--- config.mk ---
export PLATFORM = sky130hd
export DESIGN_NAME = dcd_top
export DESIGN_NICKNAME = d
export VERILOG_FILES = /design/src/design/dcd_pkg.sv /design/src/design/dcd_top.sv
export SDC_FILE = /design/constraint.sdc
export NUM_CORES = 1
export LEC_CHECK = 0
export BUFFER_PORTS_ARGS = -buffer_cell sky130_fd_sc_hd__clkbuf_2
export CAP_MARGIN = 20
export CORE_ASPECT_RATIO = 0.6
export CORE_MARGIN = 3
export CORE_UTILIZATION = 56
export CTS_CLUSTER_DIAMETER = 40
export CTS_CLUSTER_SIZE = 30
export DETAILED_ROUTE_END_ITERATION = 10
export PLACE_DENSITY = 0.86
export SLEW_MARGIN = 15
export SYNTH_ARGS = -nofsm -noshare
export SYNTH_HDL_FRONTEND = slang
export SYNTH_SLANG_ARGS = --single-unit
--- constraint.sdc ---
create_clock -name ref_clk_i -period 7.1 [get_ports ref_clk_i]
set_input_delay 0.355 -clock ref_clk_i [delete_from_list [all_inputs] [get_ports ref_clk_i]]
set_output_delay 0.355 -clock ref_clk_i [all_outputs]
set_load 0.02 [all_outputs]
--- src/design/dcd_pkg.sv ---
// Overview of operation
// - Queued issue: busy, set release flag if queue not ready, drop busy
// - Queued data moves, interrupt after last word
// - Release interrupt only when enabled, then accept commands
// - Listed opcodes map to one of five classes, all others to none (abort)
// - Listed opcodes and attribute reads are PIO in
// - Listed opcodes and log write are PIO out
// - Listed opcodes and other monitoring functions are non-data
// - C8, C9, CA, CB, 25, 35 are DMA
// - C7, 26, CC, 36, A2 are queued DMA
// - Alternate power opcodes run as their primaries
// - Recalibrate and seek decode upper digit only
// - Monitoring function chosen by feature register
// - Feature 5D/DD enables/disables release interrupt
// - Write cache, look-ahead and transfer mode features
// - Feature 44 selects 52, BB selects 4 ECC bytes
// - Power management, standby power-up and spin-up features
// - Acoustic, address offset and revert-default features
// - Act only when device-select bit matches
// - Addressing-mode bit selects CHS or LBA
// - Retry bit ignored, both codes decode alike
// - Power query loads FFh or 0 into count
// - Power query clears busy, fault, errors
// - Status register read clears pending interrupt
// - Invalid parameter aborts with error, abort, interrupt
// - Overlay function chosen by feature register
package dcd_pkg;
   localparam int unsigned AXI_ADDR_W = 8;
   // Register byte offsets
   localparam logic [7:0] OFS_FEATURE = 8'h00;
   localparam logic [7:0] OFS_COUNT = 8'h04;
   localparam logic [7:0] OFS_ADDRESS = 8'h08;
   localparam logic [7:0] OFS_DEV_HEAD = 8'h0c;
   localparam logic [7:0] OFS_COMMAND = 8'h10;
   localparam logic [7:0] OFS_STATUS = 8'h14;
   localparam logic [7:0] OFS_ERROR = 8'h18;
   localparam logic [7:0] OFS_SETTINGS = 8'h1c;
   localparam logic [7:0] OFS_QUEUE = 8'h20;
   // Field positions
   localparam int unsigned ST_BUSY_BIT = 7;
   localparam int unsigned ST_RDY_BIT = 6;
   localparam int unsigned ST_DF_BIT = 5;
   localparam int unsigned ST_DRQ_BIT = 3;
   localparam int unsigned ST_ERR_BIT = 0;
   localparam int unsigned ERR_ABT_BIT = 2;
   localparam int unsigned DH_DEV_BIT = 4;
   localparam int unsigned DH_LBA_BIT = 6;
   localparam int unsigned SET_WCACHE = 0;
   localparam int unsigned SET_LOOKAHEAD = 1;
   localparam int unsigned SET_REL_IRQ = 2;
   localparam int unsigned SET_ECC52 = 3;
   localparam int unsigned SET_APM = 4;
   localparam int unsigned SET_PUIS = 5;
   localparam int unsigned SET_AAM = 6;
   localparam int unsigned SET_OFFSET = 7;
   localparam int unsigned SET_REVERT = 8;
   localparam int unsigned SET_W = 9;
   // Reset values
   localparam logic [SET_W-1:0] RST_SETTINGS = 9'h103;
   localparam logic [7:0] RST_TASK = 8'h00;
   localparam logic [7:0] RST_XFER_MODE = 8'h00;
   // Power query answers
   localparam logic [7:0] PWR_ACTIVE = 8'hff;
   localparam logic [7:0] PWR_LOW = 8'h00;
   // Bus responses
   localparam logic [1:0] RESP_OKAY = 2'b00;
   localparam logic [1:0] RESP_SLVERR = 2'b10;
   // Opcodes steering decode
   localparam logic [7:0] OPC_SET_FEATURES = 8'hef;
   localparam logic [7:0] OPC_MONITOR = 8'hb0;
   localparam logic [7:0] OPC_OVERLAY = 8'hb1;
   localparam logic [7:0] OPC_POWER_CHECK = 8'he5;

   typedef enum logic [2:0]
   {
      CLS_NONE = 3'b000,
      CLS_PIO_IN = 3'b001,
      CLS_PIO_OUT = 3'b010,
      CLS_NONDATA = 3'b011,
      CLS_DMA = 3'b100,
      CLS_QUEUED = 3'b101
   } dcd_class_t;

   typedef enum logic [1:0]
   {
      ST_IDLE = 2'b00,
      ST_DECODE = 2'b01,
      ST_XFER = 2'b10
   } dcd_state_t;
endpackage

--- src/design/dcd_top.sv ---
// Added by the designer: the register offsets and register access over AXI4-Lite.
`timescale 1ns/1ps
module dcd_top
   import dcd_pkg::*;
(
   // Clock and reset
   input wire logic ref_clk_i,
   input wire logic rst_i,
   // AXI4-Lite write address
   input wire logic [AXI_ADDR_W-1:0] s_axi_awaddr_i,
   input wire logic s_axi_awvalid_i,
   output logic s_axi_awready_o,
   // AXI4-Lite write data
   input wire logic [31:0] s_axi_wdata_i,
   input wire logic [3:0] s_axi_wstrb_i,
   input wire logic s_axi_wvalid_i,
   output logic s_axi_wready_o,
   // AXI4-Lite write response
   output logic [1:0] s_axi_bresp_o,
   output logic s_axi_bvalid_o,
   input wire logic s_axi_bready_i,
   // AXI4-Lite read address
   input wire logic [AXI_ADDR_W-1:0] s_axi_araddr_i,
   input wire logic s_axi_arvalid_i,
   output logic s_axi_arready_o,
   // AXI4-Lite read data
   output logic [31:0] s_axi_rdata_o,
   output logic [1:0] s_axi_rresp_o,
   output logic s_axi_rvalid_o,
   input wire logic s_axi_rready_i,
   // Drive state
   input wire logic dev_num_i,
   input wire logic spindle_ready_i,
   input wire logic standby_i,
   input wire logic sleep_i,
   input wire logic drive_fault_i,
   input wire logic queue_ready_i,
   input wire logic xfer_done_i,
   // Command execution
   output logic busy_o,
   output logic data_request_o,
   output logic dma_request_o,
   output logic irq_o,
   output logic bus_release_o,
   output logic lba_mode_o,
   output logic exec_start_o,
   output logic spinup_req_o,
   output logic [2:0] proto_class_o,
   output logic [7:0] exec_opcode_o,
   output logic [27:0] target_addr_o
);

   dcd_state_t state_q;
   dcd_class_t class_q;
   dcd_class_t cls_w;
   logic aw_have_q, w_have_q, awready_q, wready_q, bvalid_q;
   logic arready_q, rvalid_q;
   logic [7:0] awaddr_q;
   logic [31:0] wdata_q;
   logic [3:0] wstrb_q;
   logic [1:0] bresp_q, rresp_q;
   logic [31:0] rdata_q, rd_data;
   logic rd_ok, wr_ok;
   logic [7:0] wr_ofs, rd_ofs;
   logic wr_fire, rd_fire, cmd_fire, status_rd, host_wr, irq_set;
   logic [7:0] feature_q, count_q, dev_head_q, opcode_q, xfer_mode_q;
   logic [23:0] addr_q;
   logic [SET_W-1:0] settings_q;
   logic busy_q, drq_q, dmarq_q, rel_q, err_q, abt_q, df_q, rdy_q, irq_q;
   logic exec_start_q, spinup_q;
   logic [7:0] status_w, error_w;
   logic is_power_check, is_features;

   // Alternate power codes collapse onto their primaries
   function automatic logic [7:0] canon(input logic [7:0] op);
      case (op)
         8'h98: canon = 8'he5;
         8'h97: canon = 8'he3;
         8'h95: canon = 8'he1;
         8'h96: canon = 8'he2;
         8'h94: canon = 8'he0;
         8'h99: canon = 8'he6;
         default: canon = op;
      endcase
   endfunction

   // Legal set-features values
   function automatic logic feat_ok(input logic [7:0] f);
      case (f)
         8'h02, 8'h03, 8'h05, 8'h06, 8'h07, 8'h09, 8'h42, 8'h44, 8'h55, 8'h5d,
         8'h66, 8'h82, 8'h85, 8'h86, 8'h89, 8'haa, 8'hbb, 8'hc2, 8'hcc,
         8'hdd: feat_ok = 1'b1;
         default: feat_ok = 1'b0;
      endcase
   endfunction

   // Opcode and subcommand to protocol class
   function automatic dcd_class_t class_of(input logic [7:0] op, input logic [7:0] f);
      casez (op)
         8'h1?, 8'h7?: class_of = CLS_NONDATA;
         8'hec, 8'h20, 8'h21, 8'h24, 8'hc4, 8'h29, 8'h22, 8'h23, 8'he4,
         8'h2f: class_of = CLS_PIO_IN;
         8'h30, 8'h31, 8'h34, 8'hc5, 8'h39, 8'h32, 8'h33, 8'he8, 8'h3f, 8'h50,
         8'hf1, 8'hf2, 8'hf4, 8'hf6: class_of = CLS_PIO_OUT;
         8'he5, 8'he7, 8'hea, 8'he3, 8'he1, 8'h91, 8'h00, 8'hf8, 8'h27, 8'h40,
         8'h41, 8'h42, 8'hf9, 8'h37, 8'hc6, 8'he6, 8'he2, 8'he0, 8'hf3, 8'hf5,
         8'h90: class_of = CLS_NONDATA;
         8'hef: class_of = feat_ok(f) ? CLS_NONDATA : CLS_NONE;
         8'hc8, 8'hc9, 8'hca, 8'hcb, 8'h25, 8'h35: class_of = CLS_DMA;
         8'hc7, 8'h26, 8'hcc, 8'h36, 8'ha2: class_of = CLS_QUEUED;
         8'hb0:
         begin
            case (f)
               8'hd0, 8'hd1: class_of = CLS_PIO_IN;
               8'hd6: class_of = CLS_PIO_OUT;
               8'hd2, 8'hd3, 8'hd4, 8'hd5, 8'hd8, 8'hd9, 8'hda,
               8'hdb: class_of = CLS_NONDATA;
               default: class_of = CLS_NONE;
            endcase
         end
         8'hb1:
         begin
            case (f)
               8'hc0, 8'hc1: class_of = CLS_NONDATA;
               8'hc2: class_of = CLS_PIO_IN;
               8'hc3: class_of = CLS_PIO_OUT;
               default: class_of = CLS_NONE;
            endcase
         end
         default: class_of = CLS_NONE;
      endcase
   endfunction

   assign cls_w = class_of(opcode_q, feature_q);
   assign is_power_check = (opcode_q == OPC_POWER_CHECK);
   assign is_features = (opcode_q == OPC_SET_FEATURES);

   // Write channel capture
   assign wr_fire = aw_have_q && w_have_q && !bvalid_q;
   assign wr_ofs = {awaddr_q[7:2], 2'b00};
   assign host_wr = wr_fire && (state_q == ST_IDLE);
   assign cmd_fire = host_wr && (wr_ofs == OFS_COMMAND) && wstrb_q[0]
                     && (dev_head_q[DH_DEV_BIT] == dev_num_i);

   always_ff @(posedge ref_clk_i or posedge rst_i)
   begin
      if (rst_i)
      begin
         aw_have_q <= 1'b0;
         awready_q <= 1'b0;
         awaddr_q <= 8'h00;
      end
      else if (s_axi_awvalid_i && awready_q)
      begin
         aw_have_q <= 1'b1;
         awready_q <= 1'b0;
         awaddr_q <= s_axi_awaddr_i;
      end
      else if (bvalid_q && s_axi_bready_i)
         aw_have_q <= 1'b0;
      else if (!aw_have_q && !bvalid_q)
         awready_q <= 1'b1;
   end

   always_ff @(posedge ref_clk_i or posedge rst_i)
   begin
      if (rst_i)
      begin
         w_have_q <= 1'b0;
         wready_q <= 1'b0;
         wdata_q <= 32'h0000_0000;
         wstrb_q <= 4'h0;
      end
      else if (s_axi_wvalid_i && wready_q)
      begin
         w_have_q <= 1'b1;
         wready_q <= 1'b0;
         wdata_q <= s_axi_wdata_i;
         wstrb_q <= s_axi_wstrb_i;
      end
      else if (bvalid_q && s_axi_bready_i)
         w_have_q <= 1'b0;
      else if (!w_have_q && !bvalid_q)
         wready_q <= 1'b1;
   end

   always_comb
   begin
      case (wr_ofs)
         OFS_FEATURE, OFS_COUNT, OFS_ADDRESS, OFS_DEV_HEAD, OFS_COMMAND, OFS_STATUS,
         OFS_ERROR, OFS_SETTINGS, OFS_QUEUE: wr_ok = 1'b1;
         default: wr_ok = 1'b0;
      endcase
   end

   always_ff @(posedge ref_clk_i or posedge rst_i)
   begin
      if (rst_i)
      begin
         bvalid_q <= 1'b0;
         bresp_q <= RESP_OKAY;
      end
      else if (wr_fire)
      begin
         bvalid_q <= 1'b1;
         bresp_q <= wr_ok ? RESP_OKAY : RESP_SLVERR;
      end
      else if (s_axi_bready_i)
         bvalid_q <= 1'b0;
   end

   // Read channel
   assign rd_fire = s_axi_arvalid_i && arready_q;
   assign rd_ofs = {s_axi_araddr_i[7:2], 2'b00};
   assign status_rd = rd_fire && (rd_ofs == OFS_STATUS);

   always_comb
   begin
      status_w = 8'h00;
      status_w[ST_BUSY_BIT] = busy_q;
      status_w[ST_RDY_BIT] = rdy_q;
      status_w[ST_DF_BIT] = df_q;
      status_w[ST_DRQ_BIT] = drq_q;
      status_w[ST_ERR_BIT] = err_q;
      error_w = 8'h00;
      error_w[ERR_ABT_BIT] = abt_q;
   end

   always_comb
   begin
      rd_ok = 1'b1;
      case (rd_ofs)
         OFS_FEATURE: rd_data = {24'h00_0000, feature_q};
         OFS_COUNT: rd_data = {24'h00_0000, count_q};
         OFS_ADDRESS: rd_data = {8'h00, addr_q};
         OFS_DEV_HEAD: rd_data = {24'h00_0000, dev_head_q};
         OFS_COMMAND: rd_data = {24'h00_0000, opcode_q};
         OFS_STATUS: rd_data = {24'h00_0000, status_w};
         OFS_ERROR: rd_data = {24'h00_0000, error_w};
         OFS_SETTINGS: rd_data = {8'h00, xfer_mode_q, 7'h00, settings_q};
         OFS_QUEUE: rd_data = {22'h00_0000, state_q, 1'b0, class_q, 3'h0, rel_q};
         default:
         begin
            rd_ok = 1'b0;
            rd_data = 32'h0000_0000;
         end
      endcase
   end

   always_ff @(posedge ref_clk_i or posedge rst_i)
   begin
      if (rst_i)
      begin
         arready_q <= 1'b0;
         rvalid_q <= 1'b0;
         rdata_q <= 32'h0000_0000;
         rresp_q <= RESP_OKAY;
      end
      else if (rd_fire)
      begin
         arready_q <= 1'b0;
         rvalid_q <= 1'b1;
         rdata_q <= rd_data;
         rresp_q <= rd_ok ? RESP_OKAY : RESP_SLVERR;
      end
      else if (rvalid_q && s_axi_rready_i)
         rvalid_q <= 1'b0;
      else if (!rvalid_q)
         arready_q <= 1'b1;
   end

   // Task-file parameter registers, written only while idle
   always_ff @(posedge ref_clk_i or posedge rst_i)
   begin
      if (rst_i)
      begin
         feature_q <= RST_TASK;
         dev_head_q <= RST_TASK;
      end
      else if (host_wr && wstrb_q[0])
      begin
         if (wr_ofs == OFS_FEATURE)
            feature_q <= wdata_q[7:0];
         if (wr_ofs == OFS_DEV_HEAD)
            dev_head_q <= wdata_q[7:0];
      end
   end

   genvar gb;
   generate
      for (gb = 0; gb < 3; gb++)
      begin : g_addr
         always_ff @(posedge ref_clk_i or posedge rst_i)
         begin
            if (rst_i)
               addr_q[gb*8 +: 8] <= RST_TASK;
            else if (host_wr && (wr_ofs == OFS_ADDRESS) && wstrb_q[gb])
               addr_q[gb*8 +: 8] <= wdata_q[gb*8 +: 8];
         end
      end
   endgenerate

   // Sector count: host writes it, power query answers in it
   always_ff @(posedge ref_clk_i or posedge rst_i)
   begin
      if (rst_i)
         count_q <= RST_TASK;
      else if (state_q == ST_DECODE && is_power_check)
         count_q <= (spindle_ready_i && !standby_i && !sleep_i) ? PWR_ACTIVE : PWR_LOW;
      else if (host_wr && (wr_ofs == OFS_COUNT) && wstrb_q[0])
         count_q <= wdata_q[7:0];
   end

   // Command sequencer
   always_ff @(posedge ref_clk_i or posedge rst_i)
   begin
      if (rst_i)
      begin
         state_q <= ST_IDLE;
         class_q <= CLS_NONE;
         opcode_q <= RST_TASK;
         busy_q <= 1'b0;
         drq_q <= 1'b0;
         dmarq_q <= 1'b0;
         rel_q <= 1'b0;
         err_q <= 1'b0;
         abt_q <= 1'b0;
      end
      else
      begin
         unique case (state_q)
            ST_IDLE:
            begin
               if (cmd_fire)
               begin
                  state_q <= ST_DECODE;
                  busy_q <= 1'b1;
                  opcode_q <= canon(wdata_q[7:0]);
                  err_q <= 1'b0;
                  abt_q <= 1'b0;
                  rel_q <= 1'b0;
               end
            end
            ST_DECODE:
            begin
               busy_q <= 1'b0;
               class_q <= cls_w;
               unique case (cls_w)
                  CLS_NONE:
                  begin
                     err_q <= 1'b1;
                     abt_q <= 1'b1;
                     state_q <= ST_IDLE;
                  end
                  CLS_NONDATA:
                     state_q <= ST_IDLE;
                  CLS_PIO_IN, CLS_PIO_OUT:
                  begin
                     drq_q <= 1'b1;
                     state_q <= ST_XFER;
                  end
                  CLS_DMA:
                  begin
                     dmarq_q <= 1'b1;
                     state_q <= ST_XFER;
                  end
                  CLS_QUEUED:
                  begin
                     rel_q <= !queue_ready_i;
                     dmarq_q <= queue_ready_i;
                     state_q <= queue_ready_i ? ST_XFER : ST_IDLE;
                  end
               endcase
            end
            ST_XFER:
            begin
               if (xfer_done_i)
               begin
                  drq_q <= 1'b0;
                  dmarq_q <= 1'b0;
                  state_q <= ST_IDLE;
               end
            end
            default:
               state_q <= ST_IDLE;
         endcase
      end
   end

   // Completion events raising the host interrupt
   always_comb
   begin
      irq_set = 1'b0;
      if (state_q == ST_DECODE)
      begin
         if (cls_w == CLS_NONE || cls_w == CLS_NONDATA)
            irq_set = 1'b1;
         else if (cls_w == CLS_QUEUED && !queue_ready_i)
            irq_set = settings_q[SET_REL_IRQ];
      end
      else if (state_q == ST_XFER && xfer_done_i)
         irq_set = 1'b1;
   end

   // Set beats the clear from a status read
   always_ff @(posedge ref_clk_i or posedge rst_i)
   begin
      if (rst_i)
         irq_q <= 1'b0;
      else if (irq_set)
         irq_q <= 1'b1;
      else if (status_rd)
         irq_q <= 1'b0;
   end

   // Drive fault is sticky until a power query decodes while the fault input is low
   always_ff @(posedge ref_clk_i or posedge rst_i)
   begin
      if (rst_i)
      begin
         df_q <= 1'b0;
         rdy_q <= 1'b0;
      end
      else
      begin
         rdy_q <= spindle_ready_i;
         if (drive_fault_i)
            df_q <= 1'b1;
         else if (state_q == ST_DECODE && is_power_check)
            df_q <= 1'b0;
      end
   end

   // Set-features effects
   always_ff @(posedge ref_clk_i or posedge rst_i)
   begin
      if (rst_i)
      begin
         settings_q <= RST_SETTINGS;
         xfer_mode_q <= RST_XFER_MODE;
         spinup_q <= 1'b0;
      end
      else
      begin
         spinup_q <= 1'b0;
         if (state_q == ST_DECODE && is_features && cls_w == CLS_NONDATA)
         begin
            case (feature_q)
               8'h5d: settings_q[SET_REL_IRQ] <= 1'b1;
               8'hdd: settings_q[SET_REL_IRQ] <= 1'b0;
               8'h02: settings_q[SET_WCACHE] <= 1'b1;
               8'h82: settings_q[SET_WCACHE] <= 1'b0;
               8'h55: settings_q[SET_LOOKAHEAD] <= 1'b0;
               8'haa: settings_q[SET_LOOKAHEAD] <= 1'b1;
               8'h03: xfer_mode_q <= count_q;
               8'h44: settings_q[SET_ECC52] <= 1'b1;
               8'hbb: settings_q[SET_ECC52] <= 1'b0;
               8'h05: settings_q[SET_APM] <= 1'b1;
               8'h85: settings_q[SET_APM] <= 1'b0;
               8'h06: settings_q[SET_PUIS] <= 1'b1;
               8'h86: settings_q[SET_PUIS] <= 1'b0;
               8'h07: spinup_q <= 1'b1;
               8'h42: settings_q[SET_AAM] <= 1'b1;
               8'hc2: settings_q[SET_AAM] <= 1'b0;
               8'h09: settings_q[SET_OFFSET] <= 1'b1;
               8'h89: settings_q[SET_OFFSET] <= 1'b0;
               8'h66: settings_q[SET_REVERT] <= 1'b0;
               8'hcc: settings_q[SET_REVERT] <= 1'b1;
               default: spinup_q <= 1'b0;
            endcase
         end
      end
   end

   // Execution handoff
   always_ff @(posedge ref_clk_i or posedge rst_i)
   begin
      if (rst_i)
      begin
         exec_start_q <= 1'b0;
         lba_mode_o <= 1'b0;
         target_addr_o <= 28'h000_0000;
      end
      else
      begin
         exec_start_q <= (state_q == ST_DECODE) && (cls_w != CLS_NONE);
         if (cmd_fire)
         begin
            lba_mode_o <= dev_head_q[DH_LBA_BIT];
            target_addr_o <= {dev_head_q[3:0], addr_q};
         end
      end
   end

   assign s_axi_awready_o = awready_q;
   assign s_axi_wready_o = wready_q;
   assign s_axi_bvalid_o = bvalid_q;
   assign s_axi_bresp_o = bresp_q;
   assign s_axi_arready_o = arready_q;
   assign s_axi_rvalid_o = rvalid_q;
   assign s_axi_rdata_o = rdata_q;
   assign s_axi_rresp_o = rresp_q;
   assign busy_o = busy_q;
   assign data_request_o = drq_q;
   assign dma_request_o = dmarq_q;
   assign irq_o = irq_q;
   assign bus_release_o = rel_q;
   assign exec_start_o = exec_start_q;
   assign spinup_req_o = spinup_q;
   assign proto_class_o = class_q;
   assign exec_opcode_o = opcode_q;

endmodule

==> impl_metrics.ini <==
[synthesis]
synthMuxAreaShare = 0.121
synth_most_common_cell = dfrtp_1
ys_warn_count = 0
ys.flop_type = dfrtp_1
synth.distinct_cells = 74
synth_top_family_by_area = simple AND/OR/NAND/NOR gates
yosys.area_share.simple = 0.180
syn_area_sq_um = 8740
ys_ff_latch = 183
synth_area_leaders = dfrtp_1 (52%), mux2_2 (10%), nand2_1 (6.3%), o21ai_0 (2.8%), clkbuf_1 (1.9%)
synth_edf_count = 0
netlist_top_cells_count = dfrtp_1 (180), nand2_1 (147), mux2_2 (78)
synth_compound_area_frac = 0.127
syn_avg_cell_area_sq_um = 10.5
synthCells = 830
synth_xor_area_frac = 0.00501
synth-async-reset-ratio = 1.00
synthAdderAreaFrac = 0.00430
ys_seq_area_frac = 0.525
synth.top_cell.area_share = 0.516
yosys.area.top_type = dfrtp_1

[clock_network]
cts_resized = 0
path_clk_slew_ns = 0.07
clkLatencyLatePin_ns = 0.43
cts_buffers = 17
cts_max_level = 4
cts_hold_buf = 0
postCtsSetupRepairBufs = 0
clock_path_buffers = 2
cts_root_buf = clkbuf_16
cts.sinks = 183
cts_tree = yes

[die]
core_sq_um = 14900
die_y_um = 103
start_util = 0.587
die_width_um = 167
pin_count = 154
die_area_sq_um = 17200
fp-row-count = 34

[pwr]
ir_drop_mv = 0.248
leakage_nw = 4.80
p_total_mw = 3.54
power.density_nw_per_um2 = 351

[detailed_routing]
drtAntennaViolNets = 0
drt_wl_total_um = 23900
wl_per_cell_um = 20.9
vias = 7242
drc_errors = 0
dr.pass1.iters = 7
drtIter0Drc = 1022
via_per_inst = 6.32

[global_routing]
antenna_found_initial = 0
grtUsageMet3 = 0.100
grt_max_degree = 100
grt-busiest-layer = met1
globalRouteMet1Util = 0.427
use_met2 = 0.391
grt_first_pass_wirelength_um = 37300
overflow = 0
grt_use_total = 0.279
first_global_vias = 6659

[status]
status = finished clean

[critical_path]
crit_path_end_kind = flop
crit_fanout = 21
crit_path_start = exec_opcode_o[2]$_DFFE_PP0P_
r2r_end = xfer_mode_q[3]$_DFFE_PP0P_
start_kind = flop
critical-path-top-delay-family = simple AND/OR/NAND/NOR gates
reg2regPathDepth = 6
path_class = reg -> reg
slowest_delay_ns = 0.81
reg2reg_slack_ns = 3.48
critical_path.endpoint = xfer_mode_q[3]$_DFFE_PP0P_
cp_num_buf_inv = 0
crit-reg2reg-launch = exec_opcode_o[2]$_DFFE_PP0P_
cp.depth = 6
cpMaxStageDelayCell = or4b_1
worstPathCellList = nor2b_1 -> nand4_1 -> or3_1 -> a311o_1 -> or4b_1 -> mux2_4
worstPathRequired_ns = 7.41
cp.arrival_ns = 3.94

[sta]
worst_pin_slew_ns = 0.945
rsz0062_at_grt = false
min_period_ns = 3.62
holdWs_ns = 0.0733
clock.fmax_ghz = 0.276
slew_viol_final = 0
setup_tns_ns = 0
fin_skew_ns = 0.0115
fin_crit_sh = 0.510
max-slew-margin-rel = 0.368
hold_viol = 0
finalSetupViolCount = 0

[placement]
place_hpwl_um = 16600
portBuffers = 130
place_congestion = 0.978

[layout]
nets = 1004
diodes = 0
area_growth_syn_to_layout_pct = 15.5
fin_util = 0.677
drive_gt1_frac = 0.284

[hold_path]
hp-class = in -> reg

[run]
drv_cap = 0
cell families (layout without fill, tap and decap cells):
| group | Yosys count | after routing |
|---|---|---|
| simple gates | 311 | 311 |
| flops | 183 | 183 |
| compound gates | 162 | 162 |
| mux | 92 | 92 |
| buf+inv | 73 | 182 |
| xor+xnor | 5 | 5 |
| fa+ha+maj | 3 | 3 |
| other cells | 1 | 10 |
sequential cells by signal (all words and copies together), names as in the netlist, 2 cells and up:
name / cells
addr_q: 24
xfer_mode_q: 8
proto_class_o: 3
exec_opcode_o: 8
awaddr_q: 6
count_q: 8
wdata_q: 24
feature_q: 8
state_q: 2
settings_q: 9
s_axi_rdata_o: 24
dev_head_q: 8
target_addr_o: 28
wstrb_q: 3
layer usage:
metal | vias to the layer above | wire (um)
li1 | 3185 | -
met3 | 33 | 3180
met5 | - | 0
met1 | 3564 | 10600
met4 | 0 | 278
met2 | 460 | 9880
worst min-delay path by stage:
stage / from / to / slack (ns) / depth (start not counted)
6_report: spindle_ready_i / rdy_q$_DFF_PP0_ / 0.07 / 1
5_1_grt: spindle_ready_i / rdy_q$_DFF_PP0_ / 0.06 / 1
4_1_cts: spindle_ready_i / rdy_q$_DFF_PP0_ / 0.06 / 1
3_5_place_dp: target_addr_o[17]$_DFFE_PP0P_ / target_addr_o[17]$_DFFE_PP0P_ / 0.46 / 2
3_3_place_gp: target_addr_o[13]$_DFFE_PP0P_ / target_addr_o[13]$_DFFE_PP0P_ / 0.46 / 2
2_1_floorplan: spindle_ready_i / rdy_q$_DFF_PP0_ / 0.39 / 0
metrics by stage:
stage	cell area, sq um	worst slack [ns]	instances
after floorplan	8770	1.78	839
after global placement	9450	3.58	1113
after detailed placement	9450	3.55	1113
after CTS	10100	3.53	1145
after global routing	10100	3.32	1146
final	10100	3.48	1146
where the power goes:
group / internal, mW / switching, mW / total [mW]
Clock: 0.478 / 0.466 / 0.943
Sequential: 1.31 / 0.435 / 1.75
Combinational: 0.404 / 0.448 / 0.853
cell usage in the layout (no fill, tap or decap), types with 6 or more instances in the layout:
master and count:
buf_4 6, o21ai_0 49, dfrtp_1 180, nor3_1 12, nor2b_1 8, nand2b_1 9, a21oi_1 20, nand3_1 19
a22oi_1 15, or2_2 6, nor3b_1 8, conb_1 10, nor4_1 9, mux2_2 78, clkbuf_16 17, inv_1 12
a21o_1 8, mux2_4 8, and3_1 6, nand4b_1 6, or3_1 7, inv_8 6, nand2_1 147, nand4_1 8
a222oi_1 6, a22o_1 9, clkbuf_2 130, or4_1 6, nor2_1 30
area by class of cell:
class	instances	area [sq um]
fillers	1123	4800
clock buffers	17	425
multi-input cells	583	3880
clock inverters	15	176
inverters	13	53.8
repair buffers	137	723
well taps	198	248
flip-flops and latches	183	4580
(Power assumes the default switching activity.)
